File: src/core/hpc_consts.svh
`ifndef HPC_CONSTS_SVH
`define HPC_CONSTS_SVH

// Register byte offsets
`define HPC_OFS_SP_MAX_POWER 8'h0C
`define HPC_OFS_BP_MAX_POWER 8'h0D
`define HPC_OFS_SP_CTRL_CURRENT 8'h0E
`define HPC_OFS_BP_CTRL_CURRENT 8'h0F
`define HPC_OFS_SETTLE_TIME 8'h10
`define HPC_OFS_LANG_UPPER 8'h11
`define HPC_OFS_LANG_LOWER 8'h12
`define HPC_OFS_TEXT_LENGTH 8'h13
`define HPC_NUM_REGS 8

// Maker text byte area
`define HPC_TEXT_BASE 8'h16
`define HPC_TEXT_LAST 8'h53

// Reset values
`define HPC_RST_CTRL_CURRENT 8'h32
`define HPC_RST_ZERO 8'h00

// Units and limits
`define HPC_MA_PER_UNIT 9'h002
`define HPC_MAX_TEXT_CHARS 8'h1F
`define HPC_MAX_UNITS_100MA 8'h32
`define HPC_DESC_HEADER_BYTES 8'h02

// Timing: one settle interval in ms, clock in MHz
`define HPC_SETTLE_UNIT_MS 2
`define HPC_CLK_MHZ 125
`define HPC_TICK_CYCLES (`HPC_SETTLE_UNIT_MS * 1000 * `HPC_CLK_MHZ)

`endif

File: src/core/hpc_pkg.sv
package hpc_pkg;

  typedef logic [7:0] hpc_byte_t;

  // Gray path: idle -> waiting -> good
  typedef enum logic [1:0] {
    HPC_SETTLE_IDLE = 2'h0,
    HPC_SETTLE_WAIT = 2'h1,
    HPC_SETTLE_GOOD = 2'h3
  } hpc_settle_state_t;

endpackage

File: src/core/hpc_settle_timer.sv
`timescale 1ns/1ps
`default_nettype none
`include "hpc_consts.svh"

module hpc_settle_timer (
  input wire logic core_clk,
  input wire logic rst_n,
  input wire logic tick,
  input wire logic power_on,
  input wire logic power_off,
  input wire hpc_pkg::hpc_byte_t settle_count,
  output logic power_good,
  output logic busy
);

  hpc_pkg::hpc_settle_state_t state_q;
  hpc_pkg::hpc_byte_t left_q;

  // Sequence: start loads the interval count, ticks walk it down
  always_ff @(posedge core_clk or negedge rst_n) begin
    if (!rst_n) begin
      state_q <= hpc_pkg::HPC_SETTLE_IDLE;
      left_q <= `HPC_RST_ZERO;
    end else if (power_off) begin
      state_q <= hpc_pkg::HPC_SETTLE_IDLE;
      left_q <= `HPC_RST_ZERO;
    end else if (power_on) begin
      left_q <= settle_count;
      // A zero count means power is stable at once
      if (settle_count == `HPC_RST_ZERO) begin
        state_q <= hpc_pkg::HPC_SETTLE_GOOD;
      end else begin
        state_q <= hpc_pkg::HPC_SETTLE_WAIT; // [RQ8]
      end
    end else begin
      case (state_q)
        hpc_pkg::HPC_SETTLE_WAIT: begin
          if (tick) begin
            left_q <= left_q - 8'h01;
            if (left_q == 8'h01) begin
              state_q <= hpc_pkg::HPC_SETTLE_GOOD; // [RQ8]
            end
          end
        end
        hpc_pkg::HPC_SETTLE_IDLE: state_q <= hpc_pkg::HPC_SETTLE_IDLE;
        hpc_pkg::HPC_SETTLE_GOOD: state_q <= hpc_pkg::HPC_SETTLE_GOOD;
        default: state_q <= hpc_pkg::HPC_SETTLE_IDLE;
      endcase
    end
  end

  // Status straight from the state register
  assign power_good = (state_q == hpc_pkg::HPC_SETTLE_GOOD);
  assign busy = (state_q == hpc_pkg::HPC_SETTLE_WAIT);

endmodule

`default_nettype wire

File: src/core/hpc_text_packer.sv
`timescale 1ns/1ps
`default_nettype none
`include "hpc_consts.svh"

module hpc_text_packer (
  input wire logic core_clk,
  input wire logic rst_n,
  input wire logic byte_valid,
  input wire logic [5:0] byte_offset,
  input wire hpc_pkg::hpc_byte_t byte_data,
  output logic unit_valid,
  output logic [15:0] unit_data,
  output logic [4:0] unit_index,
  output logic pair_error
);

  hpc_pkg::hpc_byte_t low_q;
  logic [4:0] low_index_q;
  logic low_held_q;

  // Even offset holds the low byte until its partner arrives
  always_ff @(posedge core_clk or negedge rst_n) begin
    if (!rst_n) begin
      low_q <= `HPC_RST_ZERO;
      low_index_q <= 5'h00;
      low_held_q <= 1'b0;
    end else if (byte_valid && !byte_offset[0]) begin
      low_q <= byte_data; // [RQ11]
      low_index_q <= byte_offset[5:1];
      low_held_q <= 1'b1;
    end else if (byte_valid) begin
      low_held_q <= 1'b0;
    end
  end

  // Odd offset closes the unit; a high byte without its low byte is dropped
  always_ff @(posedge core_clk or negedge rst_n) begin
    if (!rst_n) begin
      unit_valid <= 1'b0;
      unit_data <= 16'h0000;
      unit_index <= 5'h00;
      pair_error <= 1'b0;
    end else begin
      unit_valid <= 1'b0;
      pair_error <= 1'b0;
      if (byte_valid && byte_offset[0]) begin
        if (low_held_q && (low_index_q == byte_offset[5:1])) begin
          unit_valid <= 1'b1;
          unit_data <= {byte_data, low_q}; // [RQ11]
          unit_index <= byte_offset[5:1];
        end else begin
          pair_error <= 1'b1;
        end
      end
    end
  end

endmodule

`default_nettype wire

File: src/core/hpc_power_string_regs.sv
// How it works
// [RQ1] The self-powered maximum power byte counts 2 mA steps and is reported as upstream draw.
// [RQ2] The configuring party folds board and zero-reporting compound peripheral current in.
// [RQ3] The configuring party keeps self-powered power and controller current at 100 mA or less.
// [RQ4] The bus-powered maximum power byte counts 2 mA steps of upstream draw in bus mode.
// [RQ5] The self-powered controller current byte counts 2 mA steps of silicon and board only.
// [RQ6] The self-powered controller current byte resets to 50, meaning 100 mA.
// [RQ7] The bus-powered controller current byte counts 2 mA steps and resets to 50.
// [RQ8] The settle byte counts 2 ms intervals from port power-on until power is stable.
// [RQ9] The language code is the upper byte register over the lower byte register.
// [RQ10] The configuring party keeps the maker text length at 31 characters or less.
// [RQ11] Text bytes pair into 16-bit units, low byte first at the lower address.
`timescale 1ns/1ps
`default_nettype none
`include "hpc_consts.svh"

module hpc_power_string_regs #(
  parameter int TICK_CYCLES = `HPC_TICK_CYCLES
) (
  input wire logic core_clk,
  input wire logic rst_b,
  input wire logic cfg_wr_en,
  input wire logic cfg_rd_en,
  input wire hpc_pkg::hpc_byte_t cfg_addr,
  input wire hpc_pkg::hpc_byte_t cfg_wr_data,
  output hpc_pkg::hpc_byte_t cfg_rd_data,
  output logic cfg_rd_valid,
  input wire logic self_power_pin,
  input wire logic port_power_on,
  input wire logic port_power_off,
  output logic port_power_good,
  output logic port_settle_busy,
  output hpc_pkg::hpc_byte_t max_power_units,
  output logic [8:0] max_power_ma,
  output logic [8:0] ctrl_current_ma,
  output hpc_pkg::hpc_byte_t settle_intervals,
  output logic [15:0] lang_code,
  output hpc_pkg::hpc_byte_t text_length,
  output hpc_pkg::hpc_byte_t text_desc_length,
  output logic text_unit_valid,
  output logic [15:0] text_unit,
  output logic [4:0] text_unit_index,
  output logic text_unit_beyond_len,
  output logic text_pair_error,
  output logic text_length_over,
  output logic sp_power_over
);

  localparam int TICK_LAST = TICK_CYCLES - 1;

  logic rst_sync1_q;
  logic rst_sync2_q;
  logic rst_n;
  logic pin_sync1_q;
  logic pin_sync2_q;
  logic [17:0] div_q;
  logic tick_q;
  hpc_pkg::hpc_byte_t regs_q [`HPC_NUM_REGS];
  logic text_byte_valid;
  logic [5:0] text_byte_offset;
  logic pk_valid;
  logic [15:0] pk_data;
  logic [4:0] pk_index;
  logic pk_error;
  hpc_pkg::hpc_byte_t clamped_len;
  logic [3:0] rd_idx;
  // Named register bytes and the mode-picked pair
  hpc_pkg::hpc_byte_t self_powered_max_power;
  hpc_pkg::hpc_byte_t bus_powered_max_power;
  hpc_pkg::hpc_byte_t self_powered_controller_current;
  hpc_pkg::hpc_byte_t bus_powered_controller_current;
  hpc_pkg::hpc_byte_t port_power_settle_time;
  hpc_pkg::hpc_byte_t language_code_upper;
  hpc_pkg::hpc_byte_t language_code_lower;
  hpc_pkg::hpc_byte_t maker_text_length;
  hpc_pkg::hpc_byte_t sel_max_power;
  hpc_pkg::hpc_byte_t sel_ctrl_current;

  // Register index for a mapped offset; shared by write and read paths
  function automatic logic [3:0] reg_index(input hpc_pkg::hpc_byte_t addr);
    logic [3:0] idx;
    idx = 4'hF;
    if (addr >= `HPC_OFS_SP_MAX_POWER && addr <= `HPC_OFS_TEXT_LENGTH) begin
      idx = 4'(addr - `HPC_OFS_SP_MAX_POWER);
    end
    return idx;
  endfunction

  // Reset value per register index
  function automatic hpc_pkg::hpc_byte_t reg_reset(input int idx);
    hpc_pkg::hpc_byte_t val;
    val = `HPC_RST_ZERO;
    if (idx == int'(`HPC_OFS_SP_CTRL_CURRENT - `HPC_OFS_SP_MAX_POWER) ||
        idx == int'(`HPC_OFS_BP_CTRL_CURRENT - `HPC_OFS_SP_MAX_POWER)) begin
      val = `HPC_RST_CTRL_CURRENT;
    end
    return val;
  endfunction

  // Byte count in 2 mA steps to milliamps
  function automatic logic [8:0] units_to_ma(input hpc_pkg::hpc_byte_t units);
    return 9'({1'b0, units} * `HPC_MA_PER_UNIT);
  endfunction

  // Reset release through two flops; assertion stays asynchronous
  always_ff @(posedge core_clk or negedge rst_b) begin
    if (!rst_b) begin
      rst_sync1_q <= 1'b0;
      rst_sync2_q <= 1'b0;
    end else begin
      rst_sync1_q <= 1'b1;
      rst_sync2_q <= rst_sync1_q;
    end
  end
  assign rst_n = rst_sync2_q;

  // Power mode strap is a pin, so it is synchronised first
  always_ff @(posedge core_clk or negedge rst_n) begin
    if (!rst_n) begin
      pin_sync1_q <= 1'b0;
      pin_sync2_q <= 1'b0;
    end else begin
      pin_sync1_q <= self_power_pin;
      pin_sync2_q <= pin_sync1_q;
    end
  end

  // Settle interval divider, restarted on power-on so the first interval is whole
  always_ff @(posedge core_clk or negedge rst_n) begin
    if (!rst_n) begin
      div_q <= 18'h00000;
      tick_q <= 1'b0;
    end else if (port_power_on) begin
      div_q <= 18'h00000;
      tick_q <= 1'b0;
    end else if (div_q == 18'(TICK_LAST)) begin
      div_q <= 18'h00000;
      tick_q <= 1'b1; // [RQ8]
    end else begin
      div_q <= div_q + 18'h00001;
      tick_q <= 1'b0;
    end
  end

  // One byte register per mapped offset
  generate
    for (genvar i = 0; i < `HPC_NUM_REGS; i++) begin : g_reg
      always_ff @(posedge core_clk or negedge rst_n) begin
        if (!rst_n) begin
          regs_q[i] <= reg_reset(i); // [RQ6] [RQ7]
        end else if (cfg_wr_en && reg_index(cfg_addr) == 4'(i)) begin
          regs_q[i] <= cfg_wr_data;
        end
      end
    end
  endgenerate

  // Slot of the addressed register; 4'hF marks an unmapped offset
  assign rd_idx = reg_index(cfg_addr);

  // Registered read; unmapped and text area offsets read as zero
  always_ff @(posedge core_clk or negedge rst_n) begin
    if (!rst_n) begin
      cfg_rd_data <= `HPC_RST_ZERO;
      cfg_rd_valid <= 1'b0;
    end else begin
      cfg_rd_valid <= cfg_rd_en;
      if (cfg_rd_en) begin
        if (rd_idx != 4'hF) begin
          cfg_rd_data <= regs_q[rd_idx[2:0]];
        end else begin
          cfg_rd_data <= `HPC_RST_ZERO;
        end
      end
    end
  end

  // Writes into the text area feed the unit packer
  assign text_byte_valid = cfg_wr_en && (cfg_addr >= `HPC_TEXT_BASE) &&
                           (cfg_addr <= `HPC_TEXT_LAST);
  assign text_byte_offset = 6'(cfg_addr - `HPC_TEXT_BASE);

  hpc_text_packer u_packer (
    .core_clk(core_clk),
    .rst_n(rst_n),
    .byte_valid(text_byte_valid),
    .byte_offset(text_byte_offset),
    .byte_data(cfg_wr_data),
    .unit_valid(pk_valid),
    .unit_data(pk_data),
    .unit_index(pk_index),
    .pair_error(pk_error)
  );

  // Packed units handed on with a flag past the programmed length
  always_ff @(posedge core_clk or negedge rst_n) begin
    if (!rst_n) begin
      text_unit_valid <= 1'b0;
      text_unit <= 16'h0000;
      text_unit_index <= 5'h00;
      text_unit_beyond_len <= 1'b0;
      text_pair_error <= 1'b0;
    end else begin
      text_unit_valid <= pk_valid;
      text_pair_error <= pk_error;
      if (pk_valid) begin
        text_unit <= pk_data; // [RQ11]
        text_unit_index <= pk_index;
        text_unit_beyond_len <= ({3'h0, pk_index} >= clamped_len);
      end
    end
  end

  hpc_settle_timer u_settle (
    .core_clk(core_clk),
    .rst_n(rst_n),
    .tick(tick_q),
    .power_on(port_power_on),
    .power_off(port_power_off),
    .settle_count(port_power_settle_time),
    .power_good(port_power_good),
    .busy(port_settle_busy)
  );

  // Named views of the register file; slot is the offset less the first mapped one
  assign self_powered_max_power = regs_q[3'(`HPC_OFS_SP_MAX_POWER - `HPC_OFS_SP_MAX_POWER)];
  assign bus_powered_max_power = regs_q[3'(`HPC_OFS_BP_MAX_POWER - `HPC_OFS_SP_MAX_POWER)];
  assign self_powered_controller_current =
    regs_q[3'(`HPC_OFS_SP_CTRL_CURRENT - `HPC_OFS_SP_MAX_POWER)];
  assign bus_powered_controller_current =
    regs_q[3'(`HPC_OFS_BP_CTRL_CURRENT - `HPC_OFS_SP_MAX_POWER)];
  assign port_power_settle_time = regs_q[3'(`HPC_OFS_SETTLE_TIME - `HPC_OFS_SP_MAX_POWER)];
  assign language_code_upper = regs_q[3'(`HPC_OFS_LANG_UPPER - `HPC_OFS_SP_MAX_POWER)];
  assign language_code_lower = regs_q[3'(`HPC_OFS_LANG_LOWER - `HPC_OFS_SP_MAX_POWER)];
  assign maker_text_length = regs_q[3'(`HPC_OFS_TEXT_LENGTH - `HPC_OFS_SP_MAX_POWER)];

  // Length beyond the limit is not trusted; clamp for descriptor size
  assign clamped_len = (maker_text_length > `HPC_MAX_TEXT_CHARS) ? `HPC_MAX_TEXT_CHARS :
                       maker_text_length;

  // Mode pick; the strap only moves after its two sync flops, so no glitch reaches it
  assign sel_max_power = pin_sync2_q ? self_powered_max_power : bus_powered_max_power;
  assign sel_ctrl_current = pin_sync2_q ? self_powered_controller_current :
                            bus_powered_controller_current;

  // Upstream draw as reported, registered so it changes one edge after a write
  always_ff @(posedge core_clk or negedge rst_n) begin
    if (!rst_n) begin
      max_power_units <= `HPC_RST_ZERO;
      max_power_ma <= 9'h000;
    end else begin
      max_power_units <= sel_max_power;
      max_power_ma <= units_to_ma(sel_max_power); // [RQ1] [RQ4]
    end
  end

  // Controller current alone; the writer leaves the compound peripheral out
  always_ff @(posedge core_clk or negedge rst_n) begin
    if (!rst_n) begin
      ctrl_current_ma <= 9'h000;
    end else begin
      ctrl_current_ma <= units_to_ma(sel_ctrl_current); // [RQ5] [RQ7]
    end
  end

  // Descriptor copies of settle time, language code and text length
  always_ff @(posedge core_clk or negedge rst_n) begin
    if (!rst_n) begin
      settle_intervals <= `HPC_RST_ZERO;
      lang_code <= 16'h0000;
      text_length <= `HPC_RST_ZERO;
    end else begin
      settle_intervals <= port_power_settle_time; // [RQ8]
      lang_code <= {language_code_upper, language_code_lower}; // [RQ9]
      text_length <= maker_text_length;
    end
  end

  // Two bytes per character plus the header; at most 64
  always_ff @(posedge core_clk or negedge rst_n) begin
    if (!rst_n) begin
      text_desc_length <= `HPC_DESC_HEADER_BYTES;
    end else begin
      text_desc_length <= 8'(`HPC_DESC_HEADER_BYTES + {clamped_len[6:0], 1'b0});
    end
  end

  // Software is trusted with the power limits, the text length is clamped; these flags only report a breach
  always_ff @(posedge core_clk or negedge rst_n) begin
    if (!rst_n) begin
      text_length_over <= 1'b0;
      sp_power_over <= 1'b0;
    end else begin
      text_length_over <= maker_text_length > `HPC_MAX_TEXT_CHARS; // [RQ10]
      sp_power_over <= (self_powered_max_power > `HPC_MAX_UNITS_100MA) ||
                       (self_powered_controller_current > `HPC_MAX_UNITS_100MA); // [RQ3]
    end
  end

endmodule

`default_nettype wire

File: config.mk
export PLATFORM = sky130hd
export DESIGN_NAME = hpc_power_string_regs
export DESIGN_NICKNAME = d
export VERILOG_FILES = /design/src/core/hpc_pkg.sv /design/src/core/hpc_settle_timer.sv /design/src/core/hpc_text_packer.sv /design/src/core/hpc_power_string_regs.sv
export VERILOG_INCLUDE_DIRS = /design/src /design/src/core
export SDC_FILE = /design/constraint.sdc
export NUM_CORES = 1
export LEC_CHECK = 0
export ABC_AREA = 1
export BUFFER_PORTS_ARGS = -buffer_cell sky130_fd_sc_hd__buf_2
export CAP_MARGIN = 20
export CORE_MARGIN = 4
export CORE_UTILIZATION = 45
export DETAILED_ROUTE_END_ITERATION = 7
export GPL_TIMING_DRIVEN = 0
export SETUP_SLACK_MARGIN = 0.4
export SYNTH_ARGS = -nofsm -noshare
export SYNTH_HDL_FRONTEND = slang
export SYNTH_SLANG_ARGS = --single-unit
File: constraint.sdc
create_clock -name core_clk -period 15.2 [get_ports core_clk]
set_input_delay 2.28 -clock core_clk [delete_from_list [all_inputs] [get_ports core_clk]]
set_output_delay 2.28 -clock core_clk [all_outputs]
set_load 0.05 [all_outputs]
==> results.ini <==
[sta]
fin_crit_sh_pct = 26.3
layout_min_cycle_time_ps = 4000
grt_setup_unrepaired = false
fin_tns_setup_ps = 0
maxSlewHeadroom_pct = 30.2
setup_ws_ps = 11200
finalSetupViolations = 0
timing.fmax_mhz = 250
skew_ps = 14.8
finalHoldViolCount = 0
slew_viol_final = 0
worst_slew_pin_slew_ps = 1040

[worst_setup_path]
critPathTopFamily = simple AND/OR/NAND/NOR gates
cp_max_fo = 10
crit_path_end_kind = flop
cp_slowest_cell = clkbuf_1
cpPeakStageDelay_ps = 390
worstPathArrival_ps = 4380
cpMostUsedCell = nand2_1
cp_cell_sequence = buf_2 > inv_1 > ha_1 > nor2_1 > nor2_4 > nand2_2 > nor2_1 > clkbuf_1 > nand2_1 > nand2_1 > nand2_1 > nand3_1 > nand2_1
path_buf_inv = 3
cp.required_ps = 15580
start_kind = primary input
crit_type = in -> reg

[cts]
ctsResizeCount = 0
clk_pin_slew_worst_paths_ps = 60
cts_tree = done
h-tree-depth = 1
cts_num_sinks = 224
insertion_delay_ps = 500
cts_buffers = 24
cts-root-buf = clkbuf_16
post_cts_buffers = 0
cts_hold_buffers = 0
clockBufferDepth = 3

[power_and_ir_drop]
pwr-share-comb_pct = 12.3
ir_worst_vdd_uv = 69.4
power_frac_seq_pct = 46.4
p_sw_uw = 377
power.density_nw_per_um2 = 123
p_leak_nw = 6.05
internal_power_mw = 1.04
p_sw_share_pct = 26.6
p_clk_share_pct = 41.3

[run]
maxCapViolations = 0

[route]
via_per_inst = 5.03
wire_per_inst_um = 15.8
drtPass1Iterations = 8
routed_wl_um = 24100
drtIter0Drc = 443
vias = 7704
drc = 0
ant_nets = 0

[grt]
antenna_found_initial = 0
grt_overflow = 0
grt_max_degree = 65
grt_usage_pct = 20.2
grt_pass1_wl_um = 39600
grt_pass1_vias = 7552

[synth]
syn-cell-area_um2 = 9710
yosysSeqAreaShare_pct = 57.8
synth_cell_types = 37
synth-seq-cells = 224
ys.warnings.count = 0
syn_area_per_cell_um2 = 8.91
synthCells = 1090

[final_layout]
post-route-util_pct = 54.6
layout-drive-gt1-share_pct = 17.7
area_delta_synth_final_pct = 19.1
final-seq-area_um2 = 5620
final_nets = 1278
diodes = 0
multiInputGateArea_um2 = 3380
stdcell_count = 1532
fill_cells = 1965

[floorplan]
core-area_um2 = 21200
die-area_um2 = 24000
pin_count = 126
rows = 53
die_h_um = 155
die_w_um = 155
start_util_pct = 45.9

[placement]
place_hpwl_um = 17300
post-place-cells = 1492
io_buffer_count = 121
finalWeightedCongestion = 0.907
pre_cts_ws_ps = 10710

[worst_hold_path]
hold_class = reg -> reg

[status]
status = completed

worst paths after layout:
| check | slack (ps) | start | cells after the start | end |
|---|---|---|---|---|
| worst max-delay path | 11200 | cfg_addr[2] | 13 | cfg_rd_data[4] |
| worst min-delay path | 340 | u_packer.pair_error | 0 | text_pair_error |
| worst max register to register | 13110 | div_q[0] | 7 | div_q[15] |
| worst min register to register | 340 | u_packer.pair_error | 0 | text_pair_error |
| max in group asynchronous | 13530 | rst_b | 1 | rst_n |
| min in group asynchronous | 350 | rst_n | 0 | u_packer.unit_data[8] |
state kept, by name, summed over array words and instances (netlist names), 16 cells and up:
register / cells
div_q: 18
lang_code: 16
text_unit: 16
u_packer.unit_data: 16
final cells by class:
class	instances	area share, %
Sequential cell	224	48.6
Multi-Input combinational cell	692	29.3
Clock buffer	34	6.22
Timing Repair Buffer	124	5.95
Inverter	128	4.18
Tap cell	275	2.98
Buffer	49	2.08
Clock inverter	6	0.736
through the flow:
stage	hold WS [ps]	power [mW]	instance area [um2]
floorplan	331	0.789	9720
global placement	334	0.837	10700
detailed placement	336	0.843	10800
CTS	345	1.43	11600
global route	344	1.48	11600
finish	343	1.42	11600
cells in the final DEF, fill, tap and decap left out, types with 4 or more instances in the layout:
cell type  instances
dfstp_2            7
o211ai_1           4
nand2_2            5
inv_1            123
o21ai_0          115
buf_2            133
nor4_1             4
nor2_1            51
xor2_1            13
ha_1              12
buf_4             11
conb_1             5
o21ai_1           17
nand4_1           39
nor3_1             6
clkbuf_1          27
nand3_1           33
dfrtp_1          216
clkbuf_8           6
mux2_2            20
nand2_1          332
a21oi_1           17
clkbuf_16         25
cells in the mapped netlist:
master       n  area [um2]
o22ai_1      3        18.8
clkinv_1     2        7.51
inv_2        2        7.51
inv_1      123         462
nor2_4       1        11.3
xnor2_1      3        26.3
nor3_4       1        16.3
nor3_1       6        30.0
clkbuf_1    24        90.1
nor4_1       4        25.0
a311oi_1     1        8.76
o21a_1       1        7.51
mux2_2      20         225
nor3b_1      2        15.0
buf_2       12        60.1
nand2_2      5        31.3
dfstp_2      7         184
dfrtp_1    217        5430
ha_1        12         150
buf_4       11        82.6
nor2_8       1        20.0
o211ai_1     4        30.0
conb_1       2        7.51
nor2_1      51         191
xor2_1      13         114
nand3b_1     1        7.51
nand3_1     33         165
o2111ai_1    1        8.76
nand2b_1     1        6.26
nand4_1     39         244
a31oi_1      3        18.8
o21ai_0    115         576
o21ai_1     17        85.1
nand2_1    332        1250
inv_4        1        6.26
buf_1        2        7.51
a21oi_1     17        85.1
routing by layer:
metal	GRT usage [%]	vias up	part of all wire [%]
met3	2.64	39	4.6
met5	0	-	0
met4	5.17	0	2.1
met1	30.3	3697	48
met2	31.4	182	46
li1	-	3786	-
power by group through the flow:
stage,Clock [mW],Combinational (mW),Sequential [mW]
2_1_floorplan,0,0.0761,0.713
3_3_place_gp,0,0.161,0.676
3_5_place_dp,0,0.175,0.668
4_1_cts,0.601,0.176,0.658
5_1_grt,0.629,0.193,0.662
6_report,0.586,0.174,0.658
cell families after synthesis:
family | count (synthesis) | share of synthesized area, %
AOI/OAI and AO/OA | 162 | 8.64
xor gates and xnor gates | 16 | 1.44
adders and majority gates | 12 | 1.55
buffers and inverters | 177 | 7.45
DFF | 224 | 57.8
muxes | 20 | 2.32
other | 2 | 0.0774
and+or+nand+nor | 477 | 20.7
(Power assumes the default switching activity.)
